===== src/rtl/sck_pkg.sv =====
// package: constants and types for the stack check and run-control block
// ----------------------------------------------------------------------
// How it works
// - At power-on device 0 asks every connected follower for its phase before any conversion.
// - A follower phase that disagrees with the stack layout sets the power-on fault bit and keeps conversion off.
// - Once all followers have answered, device 0 sends its remaining strap settings to each of them.
// - Block payloads travel least significant byte first, in ascending order.
// - Byte N of a block value carries bits 8N+7 down to 8N.
// - Run-control lives at command code 01h, written and read as one unsigned byte.
// - Run-control is volatile only, never saved or restored, and may change at any time.
// - Conversion starts or stops from run-control together with the enable pin, as the on/off config selects.
// - Run-control also picks the margin level and whether soft-stop is used.
// - Margin codes 0-2 mean off, 5 and 6 low, 9 and 10 high, the rest invalid.
// - Soft-off 0 stops at once with the stage high-Z; soft-off 1 runs on for a delay and then ramps down.
// - An unsupported run-control write is rejected, flags status and notifies the host.
// ----------------------------------------------------------------------
package sck_pkg;
    localparam logic [7:0] CMD_RUN_CONTROL   = 8'h01;
    localparam logic [7:0] CMD_ON_OFF_CONFIG = 8'h02;
    localparam logic [7:0] CMD_STACK         = 8'hEC;
    localparam logic [7:0] CMD_STATUS_VENDOR = 8'h80;
    localparam logic [7:0] RUN_CONTROL_RESET = 8'h00;
    localparam int         BIT_ON_OFF        = 7;
    localparam int         BIT_SOFT_OFF      = 6;
    localparam int         MARGIN_LSB        = 2;
    localparam int         BIT_POR_FAULT     = 0;
    localparam int         CFG_CMD_BIT       = 3;   // on/off config: obey run-control
    localparam int         CFG_PIN_BIT       = 2;   // on/off config: obey enable pin
    localparam int         CFG_POL_BIT       = 1;   // enable pin polarity, 1 = high
    localparam logic [7:0] ON_OFF_CFG_RESET  = 8'h1E;
    localparam int         CLK_MHZ           = 50;
    localparam int         TOFF_DELAY_US     = 1;
    localparam int         TOFF_DELAY_CYC    = TOFF_DELAY_US * CLK_MHZ;
    localparam int         QUERY_TIMEOUT_US  = 20;
    localparam int         QUERY_TIMEOUT_CYC = QUERY_TIMEOUT_US * CLK_MHZ;
    typedef enum logic [1:0] {
        MARGIN_OFF,
        MARGIN_LOW,
        MARGIN_HIGH
    } sck_margin_t;
endpackage


===== src/rtl/sck_stack_control.sv =====
// module: stack power-on check, strap sharing and run-control command
`timescale 1ns/100ps
`default_nettype none
module sck_stack_control
    import sck_pkg::*;
#(
    parameter int NFOL = 3,
    parameter int STRAPW = 16
) (
    input  wire logic              clk,
    input  wire logic              srst,
    // serial management command port, one byte per strobe
    input  wire logic              cmdWrite,
    input  wire logic              cmdRead,
    input  wire logic [7:0]        cmdCode,
    input  wire logic [7:0]        cmdWdata,
    output logic      [7:0]        cmdRdata,
    output logic                   cmdRvalid,
    output logic                   cmdInvalid,
    output logic                   hostAlert,
    // stack setup
    input  wire logic [3:0]        stackLayout,
    input  wire logic [NFOL-1:0]   followerPresent,
    input  wire logic [STRAPW-1:0] strapSettings,
    input  wire logic              enablePin,
    // back channel to followers
    output logic [NFOL-1:0]        phaseQuery,
    input  wire logic [NFOL-1:0]   phaseValid,
    input  wire logic [NFOL*4-1:0] phaseData,
    output logic [NFOL-1:0]        strapSend,
    output logic [STRAPW-1:0]      strapData,
    // power stage
    output logic                   stackHold,
    output logic                   convertEnable,
    output logic                   stageHighZ,
    output logic                   rampDown,
    output sck_margin_t            marginSel,
    output logic                   marginIgnoreFault,
    output logic                   porFault
);
    // ----------------------------------------------------------------
    // power-on stack check
    // ----------------------------------------------------------------
    typedef enum logic [2:0] {
        ST_QUERY, ST_WAIT, ST_SEND, ST_READY, ST_FAULT
    } sck_state_t;
    sck_state_t state, next_state;
    logic [NFOL-1:0] answered, next_answered;
    logic [15:0]     waitCnt, next_waitCnt;
    logic            next_porFault;
    logic [NFOL-1:0] next_strapSend;
    logic [STRAPW-1:0] next_strapData;
    logic [NFOL-1:0] mismatch;

    // per-follower phase compare; a follower's phase must equal layout
    genvar g;
    generate
        for (g = 0; g < NFOL; g++) begin : gCmp
            assign mismatch[g] = phaseValid[g] && followerPresent[g]
                && (phaseData[g*4 +: 4] != stackLayout);
            assign phaseQuery[g] = (state == ST_WAIT) && followerPresent[g]
                && !answered[g];
        end
    endgenerate

    // sequence: ask, collect, share straps, release
    always_comb begin
        next_state     = state;
        next_answered  = answered;
        next_waitCnt   = waitCnt;
        next_porFault  = porFault;
        next_strapSend = '0;
        next_strapData = strapData;
        case (state)
            ST_QUERY: begin
                next_answered = '0;
                next_waitCnt  = '0;
                next_state    = ST_WAIT;
            end
            ST_WAIT: begin
                next_answered = answered | (phaseValid & followerPresent);
                next_waitCnt  = waitCnt + 16'd1;
                if (|mismatch) begin
                    next_porFault = 1'b1;
                    next_state    = ST_FAULT;
                end else if ((next_answered & followerPresent)
                             == followerPresent) begin
                    next_state = ST_SEND;
                end else if (waitCnt == 16'(QUERY_TIMEOUT_CYC - 1)) begin
                    // a silent follower is treated as a failed stack check
                    next_porFault = 1'b1;
                    next_state    = ST_FAULT;
                end
            end
            ST_SEND: begin
                next_strapData = strapSettings;
                next_strapSend = followerPresent;
                next_state     = ST_READY;
            end
            ST_READY: next_state = ST_READY;
            ST_FAULT: next_state = ST_FAULT;
            default:  next_state = ST_QUERY;
        endcase
    end

    always_ff @(posedge clk) begin
        if (srst) begin
            state     <= ST_QUERY;
            answered  <= '0;
            waitCnt   <= '0;
            porFault  <= 1'b0;
            strapSend <= '0;
            strapData <= '0;
        end else begin
            state     <= next_state;
            answered  <= next_answered;
            waitCnt   <= next_waitCnt;
            porFault  <= next_porFault;
            strapSend <= next_strapSend;
            strapData <= next_strapData;
        end
    end

    // members stay idle until the check has passed
    assign stackHold = (state != ST_READY);

    // ----------------------------------------------------------------
    // command registers
    // ----------------------------------------------------------------
    // run-control is volatile: reset value only, no save or restore
    logic [7:0] runCtrl, next_runCtrl;
    logic [7:0] onOffCfg, next_onOffCfg;
    logic [7:0] next_cmdRdata;
    logic       next_cmdRvalid, next_cmdInvalid;
    logic       alert, next_alert;
    logic [3:0] wrMargin;
    logic       wrOk;

    assign wrMargin = cmdWdata[MARGIN_LSB +: 4];
    always_comb begin
        case (wrMargin)
            4'h0, 4'h1, 4'h2, 4'h5, 4'h6, 4'h9, 4'hA: wrOk = 1'b1;
            default: wrOk = 1'b0;
        endcase
        // transition and reserved bits must be written as zero
        if (cmdWdata[1:0] != 2'b00) begin
            wrOk = 1'b0;
        end
    end

    // byte command decode; one byte per access so block order is trivial
    always_comb begin
        next_runCtrl    = runCtrl;
        next_onOffCfg   = onOffCfg;
        next_cmdRdata   = cmdRdata;
        next_cmdRvalid  = 1'b0;
        next_cmdInvalid = 1'b0;
        next_alert      = alert;
        if (cmdWrite) begin
            case (cmdCode)
                CMD_RUN_CONTROL: begin
                    if (wrOk) begin
                        next_runCtrl = cmdWdata;
                    end else begin
                        next_cmdInvalid = 1'b1;
                        next_alert      = 1'b1;
                    end
                end
                CMD_ON_OFF_CONFIG: next_onOffCfg = {3'b000, cmdWdata[4:0]};
                CMD_STATUS_VENDOR: next_alert = 1'b0;
                default: begin
                    next_cmdInvalid = 1'b1;
                    next_alert      = 1'b1;
                end
            endcase
        end else if (cmdRead) begin
            next_cmdRvalid = 1'b1;
            case (cmdCode)
                CMD_RUN_CONTROL:   next_cmdRdata = runCtrl;
                CMD_ON_OFF_CONFIG: next_cmdRdata = onOffCfg;
                CMD_STATUS_VENDOR: next_cmdRdata = {7'd0, porFault};
                CMD_STACK:         next_cmdRdata = {4'd0, stackLayout};
                default:           next_cmdRdata = 8'h00;
            endcase
        end
    end

    always_ff @(posedge clk) begin
        if (srst) begin
            runCtrl    <= RUN_CONTROL_RESET;
            onOffCfg   <= ON_OFF_CFG_RESET;
            cmdRdata   <= 8'h00;
            cmdRvalid  <= 1'b0;
            cmdInvalid <= 1'b0;
            alert      <= 1'b0;
        end else begin
            runCtrl    <= next_runCtrl;
            onOffCfg   <= next_onOffCfg;
            cmdRdata   <= next_cmdRdata;
            cmdRvalid  <= next_cmdRvalid;
            cmdInvalid <= next_cmdInvalid;
            alert      <= next_alert;
        end
    end
    assign hostAlert = alert;

    // ----------------------------------------------------------------
    // conversion control
    // ----------------------------------------------------------------
    logic runReq, pinOk, cmdOk;
    assign cmdOk  = !onOffCfg[CFG_CMD_BIT] || runCtrl[BIT_ON_OFF];
    assign pinOk  = !onOffCfg[CFG_PIN_BIT]
                    || (enablePin == onOffCfg[CFG_POL_BIT]);
    assign runReq = cmdOk && pinOk && !stackHold && !porFault;

    typedef enum logic [1:0] { PW_OFF, PW_ON, PW_DELAY, PW_RAMP } sck_pw_t;
    sck_pw_t pw, next_pw;
    logic [15:0] offCnt, next_offCnt;

    // turn-off profile chosen by soft-off when run is withdrawn
    always_comb begin
        next_pw     = pw;
        next_offCnt = '0;
        case (pw)
            PW_OFF: if (runReq) next_pw = PW_ON;
            PW_ON: begin
                if (!runReq) begin
                    if (runCtrl[BIT_SOFT_OFF] && !stackHold && !porFault) begin
                        next_pw = PW_DELAY;
                    end else begin
                        next_pw = PW_OFF;
                    end
                end
            end
            PW_DELAY: begin
                next_offCnt = offCnt + 16'd1;
                if (runReq) next_pw = PW_ON;
                else if (offCnt == 16'(TOFF_DELAY_CYC - 1)) next_pw = PW_RAMP;
            end
            PW_RAMP: next_pw = runReq ? PW_ON : PW_RAMP;
            default: next_pw = PW_OFF;
        endcase
    end

    always_ff @(posedge clk) begin
        if (srst) begin
            pw     <= PW_OFF;
            offCnt <= '0;
        end else begin
            pw     <= next_pw;
            offCnt <= next_offCnt;
        end
    end

    assign convertEnable = (pw == PW_ON) || (pw == PW_DELAY);
    assign stageHighZ    = (pw == PW_OFF);
    assign rampDown      = (pw == PW_RAMP);

    // margin decode from the stored run-control byte
    always_comb begin
        case (runCtrl[MARGIN_LSB +: 4])
            4'h5, 4'h6: marginSel = MARGIN_LOW;
            4'h9, 4'hA: marginSel = MARGIN_HIGH;
            default:    marginSel = MARGIN_OFF;
        endcase
        marginIgnoreFault = (runCtrl[MARGIN_LSB +: 4] == 4'h5)
                         || (runCtrl[MARGIN_LSB +: 4] == 4'h9);
    end
endmodule
`default_nettype wire


===== config.mk =====
export PLATFORM = sky130hd
export DESIGN_NAME = sck_stack_control
export DESIGN_NICKNAME = d
export VERILOG_FILES = /design/src/rtl/sck_pkg.sv /design/src/rtl/sck_stack_control.sv
export SDC_FILE = /design/constraint.sdc
export NUM_CORES = 1
export LEC_CHECK = 0
export BUFFER_PORTS_ARGS = -buffer_cell sky130_fd_sc_hd__clkbuf_2
export CAP_MARGIN = 10
export CORE_UTILIZATION = 40
export DETAILED_ROUTE_END_ITERATION = 7
export HOLD_SLACK_MARGIN = 0.03
export PLACE_DENSITY = 0.62
export SETUP_SLACK_MARGIN = 0.5
export SLEW_MARGIN = 20
export SYNTH_ARGS = -nofsm -noshare
export SYNTH_HDL_FRONTEND = slang
export SYNTH_SLANG_ARGS = --single-unit

===== constraint.sdc =====
create_clock -name clk -period 5.5 [get_ports clk]
set_input_delay 0.825 -clock clk [delete_from_list [all_inputs] [get_ports clk]]
set_output_delay 0.825 -clock clk [all_outputs]
set_load 0.02 [all_outputs]

==> flow_summary_export.csv <==
group,metric,value,unit
outcome,status,"finished clean",
layout,final_util,48.9,%
synth,syn_area,0.00402,sq mm
layout,synthToLayoutAreaGrowth,18.7,%
timing,hold_viol,0,
floorplanning,io_pins,100,
timing,min_period_over_period,55.1,%
cts,cts_setup_buffers,0,
synth,synth_edf_count,0,
synth,synth_top_area_cell,"dfxtp_1",
timing,fin_crit,3.03,ns
floorplanning,initial_core_util,41.2,%
synth,yosys.area.top_type_share,41.8,%
global_route,grt_pass1_wl,15.9,mm
worst_setup_path,start_kind,"flip-flop",
layout,layout-drive-gt1-share,22.9,%
timing,fin_tns_setup,0,ns
synth,ys_ff_latch,84,
floorplanning,die_w,102,um
detailed_routing,ant_nets,0,
worst_setup_path,slowest_delay,0.68,ns
layout,fin_area,0.00478,sq mm
cts,cts.sink_count,84,
cts,root_buffer,"clkbuf_8",
detailed_routing,drt-total-wl,9.66,mm
synth,seq_area_frac_synth,41.8,%
placed_design,dpl.hpwl,7.15,mm
worst_setup_path,crit_fanout,15,
detailed_routing,drt-vias-per-instance,5.21,
floorplanning,fp.dieArea,0.0105,sq mm
pwr,p_leak,1.80,nW
detailed_routing,drt_iter0_markers,123,
timing,rsz0062_at_grt,"no",
placed_design,routabilityCongestion,0.857,
worst_setup_path,crit_required,4.68,ns
detailed_routing,vias,3646,
detailed_routing,post-route-drc-count,0,
floorplanning,core,0.00977,sq mm
layout,fin_nets,629,
timing,fmax,330,MHz
synth,yosysUniqueCellTypes,61,
pwr,p_per_area,257,mW/mm^2
hold_path,hold_class,"flip-flop to flip-flop",
flow_run,drv_cap,0,
cts,cts_resized,0,
layout,layout_common_cells,"clkbuf_2, dfxtp_1, nand2_1, nor2_1, a21oi_1",
worst_setup_path,timing.critical_path.cells,"or3b_1 -> nor3b_1 -> clkbuf_2",
worst_setup_path,cpMaxStageDelayCell,"dfxtp_1",
synth,ys_top_cells_by_area,"dfxtp_1, nand2_1, a21oi_1, xnor2_1, nor2_1",
pwr,vdd_drop_max,0.124,mV
worst_setup_path,ff2ff_setup_slack,3.19,ns
synth,syn_nets,540,
timing,tightest_slew,0.846,ns
timing,fin_skew,0.00643,ns
cts,cts_tree,"done",
global_route,grt_pass1_vias,3324,
global_route,grt_usage,19.2,%
worst_setup_path,cp.buffers_inverters,1,
synth,ys.flop_type,"dfxtp_1",
synth,ys.warnings.count,0,
cts,hold_buffers,0,
global_route,grt_max_degree,59,
cts,clk_pin_slew,0.08,ns
worst_setup_path,criticalPathCategory,"flip-flop to primary output",
layout,fill_cells,976,
synth,avgSynthCellArea,8.49,sq um
layout,diodes,0,
cts,clock_latency,0.35,ns
worst_setup_path,end_kind,"primary output",
worst_setup_path,cp_top_family,"simple AND/OR/NAND/NOR gates",
floorplanning,fp-row-count,36,
worst_setup_path,critPathArrivalTime,2.20,ns
detailed_routing,avgRoutedWirePerCell,13.8,um
global_route,antenna_found_initial,0,
cts,clockBufferDepth,2,
placed_design,portBuffers,99,
floorplanning,die-height,102,um
cts,numCtsBuffers,9,
layout,final_common_cell,"clkbuf_2",
global_route,grt.overflow.total,0,
timing,relSlewSlack,43.4,%
detailed_routing,drt_pass1_iterations,5,
timing,drv_slew,0,
cts,h-tree-depth,3,
synth,async_flop_share,0,%
timing,finalSetupViolCount,0,
placed_design,dpl_cell_area,0.00459,sq mm
synth,synthCells,474,
-- state kept, by name (all words and copies together), names as in the netlist --
| name | flops |
|---|---|
| cmdRvalid | 1 |
| onOffCfg | 5 |
| runCtrl | 8 |
| answered | 3 |
| waitCnt | 16 |
| cmdRdata | 8 |
| state | 3 |
| offCnt | 16 |
| strapData | 16 |
| pw | 2 |
| hostAlert | 1 |
| cmdInvalid | 1 |
| strapSend | 3 |
| porFault | 1 |
-- metrics by stage --
step / hold WS [ns] / instances / worst slack (ns) / power, mW
after global placement: 0.442 / 685 / 2.74 / 0.837
after detailed placement: 0.446 / 685 / 2.66 / 0.839
final: 0.455 / 700 / 2.47 / 1.23
after floorplan: 0.432 / 474 / 3.00 / 0.777
after CTS: 0.456 / 700 / 2.45 / 1.24
after global routing: 0.476 / 700 / 2.36 / 1.30
-- worst paths after layout --
check / start / endpoint / depth (start not counted)
setup / recovery: state[0] / phaseQuery[2] / 3
hold / removal: cmdRdata[6] / cmdRdata[6] / 2
setup reg to reg: state[0] / state[2] / 4
hold reg to reg: cmdRdata[6] / cmdRdata[6] / 2
-- power breakdown --
part / switching, mW / internal [mW] / leakage [nW] / total, mW
Sequential: 0.0225 / 0.623 / 0.679 / 0.646
Combinational: 0.114 / 0.0669 / 1.04 / 0.181
Clock: 0.215 / 0.185 / 0.0872 / 0.399
Total: 0.351 / 0.875 / 1.80 / 1.23
-- cell type report --
type,count,area (sq um),share of cell area (%)
Tap cell,133,166,3.48
Inverter,10,37.5,0.786
Multi-Input combinational cell,358,2210,46.3
Clock inverter,4,25.0,0.524
Clock buffer,11,151,3.17
Sequential cell,84,1680,35.2
Timing Repair Buffer,100,503,10.5
-- Yosys cell counts, drive strengths merged (4+ instances only) --
cell and count:
a211oi 6, a21oi 42, a221oi 4, a31oi 7
a41oi 4, and3 8, buf 6, clkbuf 16
dfxtp 84, ha 7, inv 10, mux2i 7
nand2 68, nand3 23, nand3b 4, nand4 7
nor2 45, nor3 15, nor3b 14, nor4 6
o21ai 14, or3 6, xnor2 21, xor2 8
-- cell families (layout without fill, tap and decap cells) --
logic type	count (synthesis)	after routing	synth area share [%]
simple gates	219	219	29.0
compound gates	94	94	15.0
flops	84	84	41.8
buf+inv	32	125	3.42
xor+xnor	29	29	6.31
mux	9	9	2.30
fa+ha+maj	7	7	2.18
-- worst min-delay path, cell delays in order, from the launching register on --
cell	delay (ns)
dfxtp_1	0.31
nand2_1	0.05
a21oi_1	0.05
-- routing by layer --
layer,global-route usage (%),part of all wire [%],wire [um]
met2,30.7,47,4500
met3,3.69,2.6,254
met5,0,0,0
met1,26.3,50,4790
met4,5.60,1.1,109
Power figures use the tool's default switching activity.
